## src/core/emb_pkg.sv

```systemverilog
// Constants and types for the external memory bus control block.
// Assumes a single 100 MHz machine clock and a synchronous active-high reset.
//
// Overview of operation
// Space selects idle high, only one drives low
// Select low exactly while its address valid
// Selects float in hold or emulation float
// Memory strobe low only for data/program access
// Memory strobe floats during hold
// Memory strobe floats when emulation float low
// Ready low stretches access one cycle each
// Ready checked only with two+ software waits
// Ready ignored until software waits elapse
// Map select low: ROM in top 4K
// Map select high: ROM out of map
// Map select sampled only during reset
// Software mode bit write overrides reset mode
// Read-not-write low only on writes, floats
// I/O strobe low only for I/O access
// Hold request floats bus, raises acknowledge
// Never more than one space select low
`default_nettype none

package emb_pkg;

    // ************************************************************
    // Widths and encodings
    // ************************************************************
    localparam int EMB_ADDR_W = 20;                 // External address width
    localparam int EMB_WS_W = 3;                    // Software wait-state count width
    localparam logic [1:0] EMB_SPACE_DATA = 2'h0;   // Data space access
    localparam logic [1:0] EMB_SPACE_PROG = 2'h1;   // Program space access
    localparam logic [1:0] EMB_SPACE_IO = 2'h2;     // I/O space access
    localparam logic [2:0] EMB_READY_MIN_WS = 3'h2; // Least waits that enable ready check
    localparam logic [3:0] EMB_ROM_PAGE = 4'hf;     // Top 4K words of a 64K page
    localparam int EMB_ROM_LSB = 12;                // Lowest address bit of the ROM page
    localparam logic EMB_MODE_MICROCOMPUTER = 1'b0; // On-chip ROM mapped
    localparam logic EMB_MODE_MICROPROCESSOR = 1'b1; // On-chip ROM left out

    // ************************************************************
    // Types
    // ************************************************************
    // Main sequencer states, gray along idle -> access and idle -> hold
    typedef enum logic [1:0] {
        EMB_IDLE = 2'h0,
        EMB_ACCESS = 2'h1,
        EMB_HOLD = 2'h2
    } emb_fsm_type;

    // One access request from the core
    typedef struct packed {
        logic valid;                      // Request present this cycle
        logic [1:0] space;                // Target space
        logic write;                      // High for a write
        logic [EMB_ADDR_W-1:0] addr;      // Word address
        logic [EMB_WS_W-1:0] wait_states; // Programmed software waits
    } emb_req_type;

    // External control and address pins
    typedef struct packed {
        logic data_space_sel_n;
        logic program_space_sel_n;
        logic io_space_sel_n;
        logic memory_strobe_n;
        logic io_strobe_n;
        logic read_not_write;
        logic [EMB_ADDR_W-1:0] addr;
    } emb_pins_type;

    // Pin levels while the bus is idle
    localparam emb_pins_type EMB_PINS_IDLE = '{
        data_space_sel_n: 1'b1, program_space_sel_n: 1'b1, io_space_sel_n: 1'b1,
        memory_strobe_n: 1'b1, io_strobe_n: 1'b1, read_not_write: 1'b1,
        addr: '0};

    // Wait-state counter state
    typedef struct packed {
        logic [EMB_WS_W-1:0] count; // Software waits still to run
        logic check_ready;          // Ready detection enabled for this access
    } emb_wait_state_type;

    // Main block state
    typedef struct packed {
        emb_fsm_type fsm;
        emb_pins_type pins;
        logic pins_oe_n;     // Low while the pins are driven
        logic release_ack;   // Bus released to an outside master
        logic ack_oe_n;      // Low while the acknowledge is driven
        logic mode;          // Current ROM mapping mode
        logic done;          // One-cycle completion pulse
        logic rom_hit;       // Completed access went to on-chip ROM
        logic busy;          // Sequencer not idle
    } emb_state_type;

    // True when a program access falls on the on-chip ROM page
    function automatic logic emb_rom_hit(input logic mode, input emb_req_type req);
        return (mode == EMB_MODE_MICROCOMPUTER) && (req.space == EMB_SPACE_PROG) &&
            (req.addr[EMB_ROM_LSB+3:EMB_ROM_LSB] == EMB_ROM_PAGE);
    endfunction

endpackage : emb_pkg

`default_nettype wire

```

## src/core/emb_wait.sv

```systemverilog
// Software wait-state counter with ready extension.
// Assumes the main sequencer pulses i_start on the cycle it takes an access.
`default_nettype none

module emb_wait (
    input wire logic i_mclk,
    input wire logic i_rst,
    input wire logic i_start,
    input wire logic [emb_pkg::EMB_WS_W-1:0] i_wait_states,
    input wire logic i_ready,
    output logic o_last,
    output logic o_waiting,
    output logic o_checking
);
    import emb_pkg::*;

    // ************************************************************
    // State
    // ************************************************************
    emb_wait_state_type cur; // Registered state
    emb_wait_state_type next_cur; // Next state

    // Load on start, then count the software waits down
    always_comb begin
        next_cur = cur;
        if (i_start) begin
            next_cur.count = i_wait_states;
            next_cur.check_ready = (i_wait_states >= EMB_READY_MIN_WS);
        end else if (cur.count != '0) begin
            next_cur.count = cur.count - 1'b1;
        end
    end

    // Register the state
    always_ff @(posedge i_mclk) begin
        if (i_rst) begin
            cur <= '0;
        end else begin
            cur <= next_cur;
        end
    end

    // Ready is looked at only once the count is spent
    assign o_last = (cur.count == '0) && (!cur.check_ready || i_ready);
    assign o_waiting = (cur.count != '0);
    assign o_checking = cur.check_ready;
endmodule // emb_wait

`default_nettype wire

```

## src/core/emb_ctl.sv

```systemverilog
// External memory bus control: space selects, strobes, hold and ROM mapping.
// Assumes requests come from the core in the machine clock domain and
// that the far side pin buffers resolve the output enables (low = drive).
`default_nettype none

module emb_ctl (
    input wire logic i_mclk,
    input wire logic i_rst,
    input wire emb_pkg::emb_req_type i_req,
    input wire logic i_ready,
    input wire logic i_hold_n,
    input wire logic i_emulation_float_n,
    input wire logic i_boot_map_select,
    input wire logic i_mode_wr,
    input wire logic i_mode_wdata,
    output emb_pkg::emb_pins_type o_pins,
    output logic o_pins_oe_n,
    output logic o_bus_release_ack,
    output logic o_bus_release_ack_oe_n,
    output logic o_processor_mode,
    output logic o_done,
    output logic o_rom_hit,
    output logic o_busy
);
    import emb_pkg::*;

    // ************************************************************
    // State and wait counter
    // ************************************************************
    emb_state_type cur; // Registered state
    emb_state_type next_cur; // Next state
    logic start; // Access taken to the external bus
    logic wait_last; // Final cycle of the current access
    logic waiting; // Software waits still running
    logic checking; // Ready detection on for this access
    logic hit; // Request falls on on-chip ROM

    // Counts software waits and stretches on ready
    emb_wait u_wait (
        .i_mclk(i_mclk),
        .i_rst(i_rst),
        .i_start(start),
        .i_wait_states(i_req.wait_states),
        .i_ready(i_ready),
        .o_last(wait_last),
        .o_waiting(waiting),
        .o_checking(checking)
    );

    // ROM page decode for the incoming request
    assign hit = emb_rom_hit(cur.mode, i_req);

    // ************************************************************
    // Next-state logic
    // ************************************************************
    always_comb begin
        next_cur = cur;
        next_cur.done = 1'b0;
        next_cur.rom_hit = 1'b0;
        start = 1'b0;
        // Software write to the mode register wins over the reset choice
        if (i_mode_wr) begin
            next_cur.mode = i_mode_wdata;
        end
        case (cur.fsm)
            EMB_IDLE: begin
                if (!i_hold_n) begin
                    // Give the bus away; nothing in flight
                    next_cur.fsm = EMB_HOLD;
                    next_cur.release_ack = 1'b1;
                end else if (i_req.valid && hit) begin
                    // Internal ROM fetch leaves the pins idle
                    next_cur.done = 1'b1;
                    next_cur.rom_hit = 1'b1;
                end else if (i_req.valid) begin
                    start = 1'b1;
                    next_cur.fsm = EMB_ACCESS;
                    next_cur.pins.addr = i_req.addr;
                    // Exactly one select for the target space
                    next_cur.pins.data_space_sel_n = (i_req.space != EMB_SPACE_DATA);
                    next_cur.pins.program_space_sel_n = (i_req.space != EMB_SPACE_PROG);
                    next_cur.pins.io_space_sel_n = (i_req.space != EMB_SPACE_IO);
                    next_cur.pins.memory_strobe_n = (i_req.space == EMB_SPACE_IO);
                    next_cur.pins.io_strobe_n = (i_req.space != EMB_SPACE_IO);
                    next_cur.pins.read_not_write = !i_req.write;
                end
            end
            EMB_ACCESS: begin
                // Pins stand until the waits and any ready stretch end
                if (wait_last) begin
                    next_cur.fsm = EMB_IDLE;
                    next_cur.pins = EMB_PINS_IDLE;
                    next_cur.done = 1'b1;
                end
            end
            EMB_HOLD: begin
                // Take the bus back once the request drops
                if (i_hold_n) begin
                    next_cur.fsm = EMB_IDLE;
                    next_cur.release_ack = 1'b0;
                end
            end
            default: begin
                next_cur.fsm = EMB_IDLE;
                next_cur.pins = EMB_PINS_IDLE;
            end
        endcase
        // Float the bus in hold and under emulation float
        next_cur.pins_oe_n = (next_cur.fsm == EMB_HOLD) || !i_emulation_float_n;
        next_cur.ack_oe_n = !i_emulation_float_n;
        next_cur.busy = (next_cur.fsm != EMB_IDLE);
    end

    // ************************************************************
    // State register
    // ************************************************************
    always_ff @(posedge i_mclk) begin
        if (i_rst) begin
            cur.fsm <= EMB_IDLE;
            cur.pins <= EMB_PINS_IDLE;
            cur.pins_oe_n <= 1'b0;
            cur.release_ack <= 1'b0;
            cur.ack_oe_n <= 1'b0;
            cur.mode <= i_boot_map_select;
            cur.done <= 1'b0;
            cur.rom_hit <= 1'b0;
            cur.busy <= 1'b0;
        end else begin
            cur <= next_cur;
        end
    end

    // ************************************************************
    // Outputs
    // ************************************************************
    assign o_pins = cur.pins;
    assign o_pins_oe_n = cur.pins_oe_n;
    assign o_bus_release_ack = cur.release_ack;
    assign o_bus_release_ack_oe_n = cur.ack_oe_n;
    assign o_processor_mode = cur.mode;
    assign o_done = cur.done;
    assign o_rom_hit = cur.rom_hit;
    assign o_busy = cur.busy;

    // Helper signals
    logic [2:0] sels_n; // Select pins grouped
    assign sels_n = {cur.pins.data_space_sel_n, cur.pins.program_space_sel_n,
        cur.pins.io_space_sel_n};
endmodule // emb_ctl

`default_nettype wire

```

## config.mk

```make
export PLATFORM = sky130hd
export DESIGN_NAME = emb_ctl
export DESIGN_NICKNAME = d
export VERILOG_FILES = /design/src/core/emb_pkg.sv /design/src/core/emb_wait.sv /design/src/core/emb_ctl.sv
export SDC_FILE = /design/constraint.sdc
export NUM_CORES = 1
export LEC_CHECK = 0
export BUFFER_PORTS_ARGS = -buffer_cell sky130_fd_sc_hd__buf_2
export CORE_ASPECT_RATIO = 1.25
export CORE_UTILIZATION = 45
export CTS_BUF_LIST = sky130_fd_sc_hd__clkbuf_16
export CTS_CLUSTER_DIAMETER = 50
export DETAILED_ROUTE_END_ITERATION = 6
export GPL_ROUTABILITY_DRIVEN = 0
export GPL_TIMING_DRIVEN = 0
export PLACE_DENSITY = 0.73
export SLEW_MARGIN = 30
export SYNTH_ARGS = -nofsm -noshare
export SYNTH_HDL_FRONTEND = slang
export SYNTH_SLANG_ARGS = --single-unit
export TNS_END_PERCENT = 30
```

## constraint.sdc

```tcl
create_clock -name i_mclk -period 2.9 [get_ports i_mclk]
set_input_delay 0.145 -clock i_mclk [delete_from_list [all_inputs] [get_ports i_mclk]]
set_output_delay 0.145 -clock i_mclk [all_outputs]
set_load 0.1 [all_outputs]
```

Word-level counts from Yosys, hierarchy flattened
Cells that the tools add are included.

word-level totals
  flip-flop bits (word level) = 39
  output and inout port bits = 33
  word-level logic and storage cells = 81

operators by class
  add/subtract/negate cells = 1
  magnitude comparators = 1
  equal/unequal tests = 14
  multiplexer cells = 24
  bitwise logic cells = 4
  reductions and logical operators = 20

operators with widths
  operator              number
  $mux W28              3
  $pmux W26 S3          1
  $mux W26              1
  $ne A2 B2 Y1 const B  6
  $reduce_bool A2 Y1    5
  $mux W1               9
  $mux W2               4
  $eq A2 B2 Y1 const B  3
  $mux W3               2
  $pmux W2 S3           1
  $reduce_and A5 Y1     1
  $eq A2 B1 Y1 const B  2
  $eq A4 B4 Y1 const B  1
  $logic_and A1 B1 Y1   4
  $mux W4               1
  $ne A2 B1 Y1 const B  2
  $not A1 Y1            4
  $pmux W1 S2           2
  $ge A3 B2 Y1 const B  1
  $logic_not A1 Y1      3
  $logic_not A3 Y1      1
  $reduce_and A3 Y1     1
  $reduce_bool A3 Y1    1
  $reduce_or A3 Y1      1
  other kinds (3)       4

Logic depth before layout (Yosys ltp)
Gate-level depths: netlist (run 1).

  word-level depth = 9
  gate-level depth with buffers = 7
  depth with buffers taken out = 6

Cells and area by module
From an unflattened synthesis (run 1), not the netlist that was laid out.

second synthesis, totals
  cell total of the unflattened synthesis = 196
  area total of the unflattened synthesis = 1945.6 µm²

by module, submodules not included
  module    times used  cells an instance  area an instance (µm²)
  emb_ctl   1           168                1689.1
  emb_wait  1           28                 256.5

Least setup slack after synthesis (run 1)
OpenSTA, ideal clock, no wires.

  kind = register to register
  from = reg cur (netlist bit o_processor_mode)
  to = reg cur (netlist bit o_pins[0])
  setup time = 117 ps
  arrival time = 1968 ps
  data required time = 2783 ps
  path slack = 815 ps
  stages on the path, launching flop included = 6
  cells stage by stage = edfxtp_1 > and4bb_2 > nand2_1 > o2bb2ai_4 > buf_6 > a32o_1

between the ends
  word-level cells in the longest chain between the ends = 6

ends and longest elaborated chain
  what                               line            RTL
  from (decl)                        emb_ctl.sv:30   emb_state_type cur;
  from (signal assigned)             emb_ctl.sv:129  cur <= next_cur;
  $not A1 Y1                         emb_pkg.sv:97   return (mode == EMB_MODE_MICROCOMPUTER) && (req.space == EMB_SPACE_PROG) &&
  $logic_and A1 B1 Y1 (2 in series)  emb_pkg.sv:97
  $logic_and A1 B1 Y1                emb_ctl.sv:71   end else if (i_req.valid && hit) begin
  $ne A2 B2 Y1 (no line)             n/a
  $reduce_and A5 Y1 (no line)        n/a

Every way passes these cells.
A chain may end at the register's enable or synchronous reset.

Worst setup path in the final report (run 1)
  from = reg cur (netlist bit o_processor_mode)
  to = reg cur (netlist bit o_pins[4])

Same word-level chain as after synthesis.

==> results of run 1 <==
[per-stage QoR]
| step | worst slack (ps) | util | hold WS [ps] | total power [mW] |
|---|---|---|---|---|
| floorplan | 814.6 | - | 217.4 | 1.148 |
| global placement | 1214 | 0.5811 | 324.5 | 1.240 |
| detailed placement | 1204 | 0.5811 | 330.6 | 1.245 |
| CTS | 1164 | 0.6169 | 41.98 | 1.750 |
| global route | 1045 | 0.6169 | 46.69 | 1.813 |
| finish | 1186 | 0.6169 | 41.14 | 1.733 |
[cells in the final DEF, fill, tap and decap left out, types with 3 or more instances in the layout]
master / instances
sky130_fd_sc_hd__a21oi_1: 8
sky130_fd_sc_hd__a32o_1: 10
sky130_fd_sc_hd__buf_2: 69
sky130_fd_sc_hd__buf_4: 27
sky130_fd_sc_hd__buf_6: 4
sky130_fd_sc_hd__clkbuf_1: 3
sky130_fd_sc_hd__clkbuf_16: 5
sky130_fd_sc_hd__dfxtp_1: 37
sky130_fd_sc_hd__inv_1: 5
sky130_fd_sc_hd__mux2i_1: 17
sky130_fd_sc_hd__nand2_1: 23
sky130_fd_sc_hd__nand2b_1: 5
sky130_fd_sc_hd__nor2_1: 15
sky130_fd_sc_hd__nor2b_1: 3
sky130_fd_sc_hd__nor3_1: 4
[final cells by class]
type                       count  area (um^2)
clock buffer                   5        125.1
timing repair buffer          67        335.3
inverter                       4        15.01
clock inverter                 3        12.51
sequential                    38        770.7
fill                         381         1474
buffer                        37        272.8
tap                           54        67.56
multi-input combinational    113        774.5
[worst max path at each step]
stage | to | slack [ps] | start
2_1_floorplan | o_pins[0]$_SDFFE_PP0P_ | 810 | o_processor_mode$_DFFE_PP_
3_3_place_gp | o_pins[2]$_SDFFE_PP0P_ | 1210 | o_processor_mode$_DFFE_PP_
3_5_place_dp | o_pins[6]$_SDFFE_PP0P_ | 1200 | o_processor_mode$_DFFE_PP_
4_1_cts | o_pins[4]$_SDFFE_PP0P_ | 1160 | o_processor_mode$_DFFE_PP_
5_1_grt | o_pins[4]$_SDFFE_PP0P_ | 1040 | o_processor_mode$_DFFE_PP_
6_report | o_pins[4]$_SDFFE_PP0P_ | 1190 | o_processor_mode$_DFFE_PP_
[power breakdown]
part	total (mW)	leakage (nW)	switching (mW)	internal, mW
logic	0.628	0.810	0.424	0.203
clock network	0.500	0.0724	0.190	0.310
registers	0.605	0.313	0.0251	0.580
[cells by family (layout without fill, tap and decap cells)]
group                      after synthesis  after routing  share of synthesized area
and+or+nand+nor                         62             62                     0.1672
buffers and inverters                   41            116                     0.1570
DFF                                     38             38                     0.4205
AOI/OAI and AO/OA                       30             30                     0.1379
muxes                                   18             18                    0.09897
adders and majority gates                2              2                    0.01365
xor gates and xnor gates                 1              1                   0.004779
[worst reg2reg max path, stage by stage (launching register included)]
cell,delay (ps)
sky130_fd_sc_hd__edfxtp_1,380
sky130_fd_sc_hd__and4bb_2,310
sky130_fd_sc_hd__nand2_1,220
sky130_fd_sc_hd__o2bb2ai_4,310
sky130_fd_sc_hd__buf_6,200
sky130_fd_sc_hd__mux2i_1,210
[per-layer routing]
metal,vias up,share of wire,GRT usage
li1,784,-,-
met1,702,0.43,0.1888
met2,47,0.50,0.3093
met3,7,0.043,0.04930
met4,0,0.023,0.08466
met5,-,0,0
==> metrics.md, run 1 <==
| Metric | Value |
|---|---|
| Status | `complete, no violations` |
| Max-slew violations | `0` |
| Drt wl/cell | `between 10 and 15 um` |
| Mapped Area | `1833 um^2` |
| CTS tree | `yes` |
| Mapped Nets | `229` |
| Pre-antenna DRT Iters | `4` |
| Starting Density | `0.4764` |
| Final-report hold violation count | `0` |
| H-tree level count | `2` |
| Cell at the root of the clock tree | `sky130_fd_sc_hd__clkbuf_16` |
| DRC marker count from the first detailed-route iteration | `48` |
| Share of synthesized area occupied by flip-flops and latches | `0.4205` |
| Aggregate routed wire length | `3.504 mm` |
| Peak supply drop | `528.4 uV` |
| Final Net Count | `a little over 300` |
| Number of buffers and inverters on the critical path | `1` |
| Worst Max-Slew Pin Slew | `between 400 and 500 ps` |
| RSZ-0062 raised after global routing | `false` |
| Number of flops mapped to enable cells by yosys | `1` |
| Worst max-slew margin expressed relative to the limit | `0.6708` |
| Flop-to-flop setup slack | `1190 ps` |
| Count of warnings emitted by yosys | `0` |
| Area after DPL | `~2200 um^2` |
| Bufs on Longest Clock Path | `2` |
| Max-cap viol count | `0` |
| Overall die height | `73.36 um` |
| Buffers added on ports | `67` |
| Element type at the critical path end | `flip-flop` |
| CP Cell Sequence | `and4bb_2 -> nand2_1 -> o2bb2ai_4 -> buf_6 -> mux2i_1` |
| Number of rows in the core area | `25` |
| Total global routing overflow | `0` |
| Leakage | `approximately 1.2 nW` |
| Total via count in the routed design | `1540` |
| R2R Path Start | `o_processor_mode$_DFFE_PP_` |
| Number of instances in the synthesized netlist | `192` |
| Yosys top cell area share | `0.4041` |
| Critical-path top delay cell | `sky130_fd_sc_hd__edfxtp_1` |
| Fraction of layout cells with a size suffix above 1 | `0.4270` |
| Worst min-delay path category | `input port to flip-flop` |
| Highest attainable clock frequency | `slightly below 600 MHz` |
| Total CTS buffers | `5` |
| Worst Setup Start Kind | `flip-flop` |
| Vias per cell | `4.798` |
| Remaining routing DRC violations | `0` |
| Hold buffer count at CTS | `0` |
| Die footprint | `4334 um^2` |
| Kind of critical path | `flip-flop to flip-flop` |
| Width of the die | `59.09 um` |
| Most frequent cells after synthesis | `37 x sky130_fd_sc_hd__dfxtp_1, 27 x sky130_fd_sc_hd__buf_4, 23 x sky130_fd_sc_hd__nand2_1, 17 x sky130_fd_sc_hd__mux2i_1, 15 x sky130_fd_sc_hd__nor2_1` |
| Initial antenna violation count | `0` |
| Stages on the worst setup path | `5` |
| Number of cells traversed by the worst hold path | `2` |
| Antenna fix cells | `0` |
| Crit path DAT | `1910 ps` |
| Hold path start | `i_emulation_float_n` |
| Top Family by Delay on Critical Path | `simple AND/OR/NAND/NOR gates` |
| Maximum single-stage delay on the critical path | `380 ps` |
| Dpl hpwl | `2.611 mm` |
| Period minus WS final | `1714 ps` |
| Post-synthesis async set-or-reset flop share | `0` |
| Number of global-route vias before repair | `1398` |
| Number of sinks driven by the clock tree | `38` |
| Final clock period utilization by the worst path | `0.5911` |
| Number of distinct library cell variants in the gate-level netlist after synthesis | `40` |
| Skew-Pair Late Insertion Delay | `270 ps` |
| Dominant cell by count in the synthesized netlist | `sky130_fd_sc_hd__dfxtp_1` |
| Leading register cell type out of synthesis | `sky130_fd_sc_hd__dfxtp_1` |
| Cells on worst reg2reg path | `5` |
| RR Endpoint | `o_pins[4]$_SDFFE_PP0P_` |
| Post-CTS sizing | `0` |
| Top-level I/O count | `68` |
| Flip-flop count of the largest register, all copies and words added | `25` |
| Setup bufs post-CTS | `0` |
| Top cells by area, synth | `sky130_fd_sc_hd__dfxtp_1 40%, sky130_fd_sc_hd__buf_4 11%, sky130_fd_sc_hd__mux2i_1 9.3%` |
| Filler-free cell count of the finished design | `321` |
| Average footprint of a synthesized cell | `9.547 um^2` |
| First-pass GRT wire length | `5.685 mm` |
| Most area-hungry cell type in the Yosys netlist | `sky130_fd_sc_hd__dfxtp_1` |
| PwrDens | `730.1 nW/um^2` |
| Placeable core region | `3847 um^2` |
| Fin area | `2374 um^2` |
| Setup-failing EPs final | `0` |
| Setup Total Neg Slack | `0 ps` |
| Post-route ant nets | `0` |
| WP data required | `3100 ps` |
| Clock-pin transition on the worst setup and hold timing paths | `50 ps` |
| Area growth, synth to finish | `29.49%` |
| Synthesis-stage register bit count | `38` |
| Post-Route Skew | `around 1.9 ps` |
| Largest fanout of any net on the critical path | `10` |
| Endpoint with the worst hold slack | `o_bus_release_ack_oe_n$_SDFF_PP0_` |
| Placed cell count | `313` |
| Global-route usage over all layers | `0.1750` |
| Pin count of the biggest net entering global routing | `12` |
Power figures use the tool's default switching activity.
==> run 2: changes to the inputs <==
clock period = 1.8 ns   (was 2.9 ns; I/O delays follow)
==> metrics.md, run 2 (same netlist as run 1, synthesis figures left out) <==
| Metric | Value |
|---|---|
| Worst min-delay path category | `input port to flip-flop` |
| Max-cap viol count | `0` |
| Setup bufs post-CTS | `0` |
| Launch point of the worst path | `cur[34]$_SDFF_PP0_` |
| Area taken by flip-flops and latches | `770.7 um^2` |
| Hold slack final | `22.66 ps` |
| Hold buffer count at CTS | `1` |
| R2R Path Start | `cur[34]$_SDFF_PP0_` |
| Skew-Pair Late Insertion Delay | `roughly 270 ps` |
| Flip-flop count of the largest register, all copies and words added | `25` |
| Drt wl/cell | `11.36 um` |
| Peak supply drop | `about 620 uV` |
| Number of global-route vias before repair | `1261` |
| Crit path DAT | `between 1500 and 2000 ps` |
| Bufs on Longest Clock Path | `2` |
| Total via count in the routed design | `1511` |
| Highest attainable clock frequency | `592.0 MHz` |
| Worst Max-Slew Pin Slew | `500.2 ps` |
| Number of rows in the core area | `25` |
| Fraction of power spent switching nets | `0.3695` |
| Area growth, synth to finish | `30.31%` |
| WP data required | `approximately 2000 ps` |
| Cells on worst reg2reg path | `6` |
| Worst max-slew margin expressed relative to the limit | `0.6688` |
| Area of combinational cells with multiple inputs | `782.0 um^2` |
| Number of sinks driven by the clock tree | `38` |
| Element type at the critical path end | `flip-flop` |
| Overall die height | `73.36 um` |
| Post-Route Skew | `2.387 ps` |
| Max-slew violations | `0` |
| Setup-failing EPs final | `0` |
| Flop-to-flop setup slack | `110 ps` |
| PwrDens | `1167 nW/um^2` |
| Switching power | `1.030 mW` |
| Period minus WS final | `1689 ps` |
| Remaining routing DRC violations | `0` |
| Pre-antenna DRT Iters | `4` |
| Share of total power in the clock network | `0.282` |
| Pin count of the biggest net entering global routing | `11` |
| Capture point of the worst path | `o_pins[2]$_SDFFE_PP0P_` |
| Seq pwr share | `0.351` |
| Leakage | `~1.2 nW` |
| Placeable core region | `3847 um^2` |
| Initial antenna violation count | `0` |
| Number of cells traversed by the worst hold path | `2` |
| Total CTS buffers | `5` |
| Final clock period utilization by the worst path | `0.9384` |
| Final-report hold violation count | `0` |
| Number of filler instances in the final layout | `between 300 and 400` |
| Post-CTS sizing | `0` |
| Global-route usage over all layers | `0.1747` |
| Top-level I/O count | `68` |
| First-pass GRT wire length | `5.651 mm` |
| Commonest non-fill, non-tap cells in the layout | `68 x sky130_fd_sc_hd__buf_2, 37 x sky130_fd_sc_hd__dfxtp_1, 27 x sky130_fd_sc_hd__buf_4` |
| DRC marker count from the first detailed-route iteration | `31` |
| RR Endpoint | `o_pins[2]$_SDFFE_PP0P_` |
| Sum of internal, switching and leakage power | `2.787 mW` |
| Vias per cell | `4.722` |
| Internal portion of total power | `approximately 1.8 mW` |
| Buffers added on ports | `67` |
| Aggregate routed wire length | `3.635 mm` |
| Status | `complete, no violations` |
| Antenna fix cells | `0` |
| Worst Setup Start Kind | `flip-flop` |
| Post-route ant nets | `0` |
| Total global routing overflow | `0` |
| H-tree level count | `2` |
| Width of the die | `59.09 um` |
| Dpl hpwl | `2.744 mm` |
| Gate power share | `0.367` |
| RSZ-0062 raised after global routing | `false` |
| Cell at the root of the clock tree | `sky130_fd_sc_hd__clkbuf_16` |
| Fraction of layout cells with a size suffix above 1 | `0.4286` |
| CTS tree | `yes` |
| Die footprint | `approximately 4300 um^2` |
| Kind of critical path | `flip-flop to flip-flop` |
| Clock-pin transition on the worst setup and hold timing paths | `50 ps` |
| Commonest non-fill, non-tap cell in the layout | `sky130_fd_sc_hd__buf_2` |
| Final Net Count | `304` |
| Starting Density | `0.4764` |
| Largest fanout of any net on the critical path | `10` |
-- run 2: worst min path at each step --
stage / start / end / slack [ps]
final: i_req[4] / o_pins[1]$_SDFFE_PP0P_ / 20
after detailed placement: i_emulation_float_n / o_bus_release_ack_oe_n$_SDFF_PP0_ / 270
after CTS: i_req[4] / o_pins[1]$_SDFFE_PP0P_ / 20
after global routing: i_req[4] / o_pins[1]$_SDFFE_PP0P_ / 20
after global placement: i_emulation_float_n / o_bus_release_ack_oe_n$_SDFF_PP0_ / 270
after floorplan: i_emulation_float_n / o_bus_release_ack_oe_n$_SDFF_PP0_ / 160
-- run 2: critical path, cell delays in order, from the launching register on --
cell	delay, ps
sky130_fd_sc_hd__dfxtp_1	300
sky130_fd_sc_hd__buf_6	130
sky130_fd_sc_hd__or3b_1	330
sky130_fd_sc_hd__buf_2	170
sky130_fd_sc_hd__o2bb2ai_4	240
sky130_fd_sc_hd__buf_6	210
sky130_fd_sc_hd__mux2i_1	220
-- run 2: layer usage --
metal,global-route usage,vias to the layer above,routed length (um)
met3,0.04225,5,191
met4,0.07937,0,50
met2,0.2904,47,1817
met1,0.2110,679,1575
li1,-,780,-
met5,0,-,0
-- run 2: layout make-up --
cell class | instances | area share
Tap cell | 54 | 0.02829
Multi-Input combinational cell | 113 | 0.3274
Buffer | 37 | 0.1168
Sequential cell | 38 | 0.3227
Timing Repair Buffer | 68 | 0.1446
Inverter | 4 | 0.006286
Clock inverter | 1 | 0.001572
Clock buffer | 5 | 0.05238
-- run 2: through the flow --
stage / setup WS [ps] / cell area (um^2) / instances / utilization / setup TNS [ps]
detailed placement: 104.4 / 2250 / 313 / 0.5847 / 0
CTS: 100.2 / 2389 / 320 / 0.6208 / 0
finish: 110.8 / 2389 / 320 / 0.6208 / 0
floorplan: -136.8 / 1847 / 192 / - / -3450
global placement: 156.3 / 2250 / 313 / 0.5847 / 0
global route: 27.39 / 2389 / 320 / 0.6208 / 0
-- run 2: power by group through the flow --
stage,registers (mW),clock network [mW],logic (mW)
floorplan,1.07,0,0.778
global placement,0.992,0,1.01
detailed placement,0.994,0,1.02
CTS,0.977,0.810,1.03
global route,0.988,0.849,1.08
finish,0.977,0.787,1.02
==> run 3: changes to the inputs <==
GPL_ROUTABILITY_DRIVEN = default   (was 0)
PLACE_DENSITY = 0.74   (was 0.73)
==> metrics.md, run 3 (same netlist as run 1, synthesis figures left out) <==
| Metric | Value |
|---|---|
| WP data required | `~2000 ps` |
| Worst max-slew margin expressed relative to the limit | `0.6664` |
| Post-Route Skew | `~3.0 ps` |
| Top-level I/O count | `between 60 and 70` |
| Uppermost layer routed | `met4` |
| Worst Setup Start Kind | `flip-flop` |
| Filler-free cell count of the finished design | `between 300 and 400` |
| Worst min-delay path category | `input port to flip-flop` |
| Number of rows in the core area | `25` |
| Period minus WS final | `1649 ps` |
| Pre-antenna DRT Iters | `4` |
| Die footprint | `4334 um^2` |
| CP Cell Sequence | `buf_6 -> or3b_1 -> buf_2 -> o2bb2ai_4 -> buf_6 -> mux2i_1` |
| Antenna fix cells | `0` |
| Maximum single-stage delay on the critical path | `330 ps` |
| Status | `complete, no violations` |
| Fraction of layout cells with a size suffix above 1 | `0.4291` |
| Post-Route M1 WL | `1.576 mm` |
| Final-report hold violation count | `0` |
| Drt wl/cell | `roughly 11 um` |
| Total via count in the routed design | `1537` |
| Number of buffers and inverters on the critical path | `3` |
| RePlAce Congestion | `approximately 0.76` |
| CP most frequent cell | `sky130_fd_sc_hd__buf_6` |
| Cell at the root of the clock tree | `sky130_fd_sc_hd__clkbuf_16` |
| Final clock period utilization by the worst path | `0.9160` |
| Flip-flop count of the largest register, all copies and words added | `25` |
| Number of sinks driven by the clock tree | `38` |
| Buffers added on ports | `67` |
| Placeable core region | `3847 um^2` |
| Max-cap viol count | `0` |
| Peak supply drop | `roughly 720 uV` |
| Area taken by flip-flops and latches | `770.7 um^2` |
| Setup-failing EPs final | `0` |
| Element type at the critical path end | `flip-flop` |
| Starting Density | `0.4764` |
| Total global routing overflow | `0` |
| Commonest non-fill, non-tap cells in the layout | `68 x sky130_fd_sc_hd__buf_2, 37 x sky130_fd_sc_hd__dfxtp_1, 27 x sky130_fd_sc_hd__buf_4` |
| Number of filler instances in the final layout | `370` |
| Post-CTS sizing | `0` |
| Area growth, synth to finish | `30.79%` |
| Kind of critical path | `flip-flop to flip-flop` |
| Wire length on met3 | `158 um` |
| Pin count of the biggest net entering global routing | `12` |
| First-pass GRT wire length | `5.754 mm` |
| RSZ-0062 raised after global routing | `false` |
| Initial antenna violation count | `0` |
| Total CTS buffers | `5` |
| Aggregate routed wire length | `3.628 mm` |
| Dpl hpwl | `2.734 mm` |
| Post-placement worst setup slack | `107.8 ps` |
| Overall die height | `between 70 and 80 um` |
| Top Family by Delay on Critical Path | `buffers and inverters` |
| Final Net Count | `304` |
| Number of global-route vias before repair | `1343` |
| Leakage | `around 1.2 nW` |
| Crit path DAT | `~1900 ps` |
| DRC marker count from the first detailed-route iteration | `71` |
| Met2 routed wirelength | `1.834 mm` |
| Final Worst Setup Slack | `151.2 ps` |
| Post-route ant nets | `0` |
| Remaining routing DRC violations | `0` |
| Skew-Pair Late Insertion Delay | `between 200 and 300 ps` |
| Width of the die | `59.09 um` |
| Bufs on Longest Clock Path | `2` |
| Max-slew violations | `0` |
| Worst Max-Slew Pin Slew | `503.9 ps` |
| Vias per cell | `4.773` |
| Clock-pin transition on the worst setup and hold timing paths | `50 ps` |
| Highest attainable clock frequency | `606.5 MHz` |
| CTS tree | `yes` |
| Largest fanout of any net on the critical path | `10` |
| PwrDens | `1169 nW/um^2` |
| Global-route usage over all layers | `0.1753` |
| Placed cell count | `313` |
| Commonest non-fill, non-tap cell in the layout | `sky130_fd_sc_hd__buf_2` |
| Area of combinational cells with multiple inputs | `slightly below 800 um^2` |
| Critical-path top delay cell | `sky130_fd_sc_hd__or3b_1` |
| H-tree level count | `2` |
run 3: cell count changes in the layout (fill, tap and decap cells not counted):
| cell | previous run | this run |
|---|---|---|
| sky130_fd_sc_hd__clkinv_2 | 0 | 1 |
| sky130_fd_sc_hd__inv_1 | 4 | 5 |
run 3: timing repair:
action	CTS	global route
endpoints found under the hold margin	2	0
endpoints found under the setup margin	0	1
setup buffers	0	0
hold buffers	1	0
run 3: per-stage QoR:
| stage | power (mW) | setup TNS [ps] | area (um^2) | hold WS [ps] | utilization |
|---|---|---|---|---|---|
| final | 2.802 | 0 | 2397 | 25.18 | 0.6231 |
| after global routing | 2.936 | 0 | 2397 | 25.02 | 0.6231 |
| after CTS | 2.831 | 0 | 2397 | 23.77 | 0.6231 |
| after detailed placement | 2.015 | 0 | 2250 | 267.6 | 0.5847 |
| after global placement | 2.004 | 0 | 2250 | 265.3 | 0.5847 |
| after floorplan | 1.852 | -3450 | 1847 | 162.4 | - |
run 3: path summary, 6_finish.rpt:
path              depth (start not counted)                    from                      end  slack, ps
setup / recovery                          6      cur[34]$_SDFF_PP0_  o_pins[10]$_SDFFE_PP0P_        150
hold reg to reg                           2  o_pins[7]$_SDFFE_PP0P_   o_pins[7]$_SDFFE_PP0P_        460
setup reg to reg                          6      cur[34]$_SDFF_PP0_  o_pins[10]$_SDFFE_PP0P_        150
hold / removal                            2               i_req[22]  o_pins[19]$_SDFFE_PP0P_         30
run 3: power by group:
group	leakage [nW]	switching (mW)	internal, mW
Sequential	0.313	0.0429	0.935
Clock	0.0724	0.310	0.500
Combinational	0.829	0.684	0.331
run 3: area by class of cell:
| class | count | share of cell area |
|---|---|---|
| buffer | 37 | 0.1164 |
| timing repair buffer | 68 | 0.1440 |
| sequential | 38 | 0.3215 |
| tap | 54 | 0.02818 |
| clock inverter | 3 | 0.005219 |
| multi-input combinational | 113 | 0.3262 |
| inverter | 4 | 0.006263 |
| clock buffer | 5 | 0.05219 |
run 3: routing by layer:
layer  up-vias  GRT usage
li1        785          -
met1       703     0.1987
met2        44     0.3106
met3         5    0.04225
met4         0    0.07143
met5         -          0
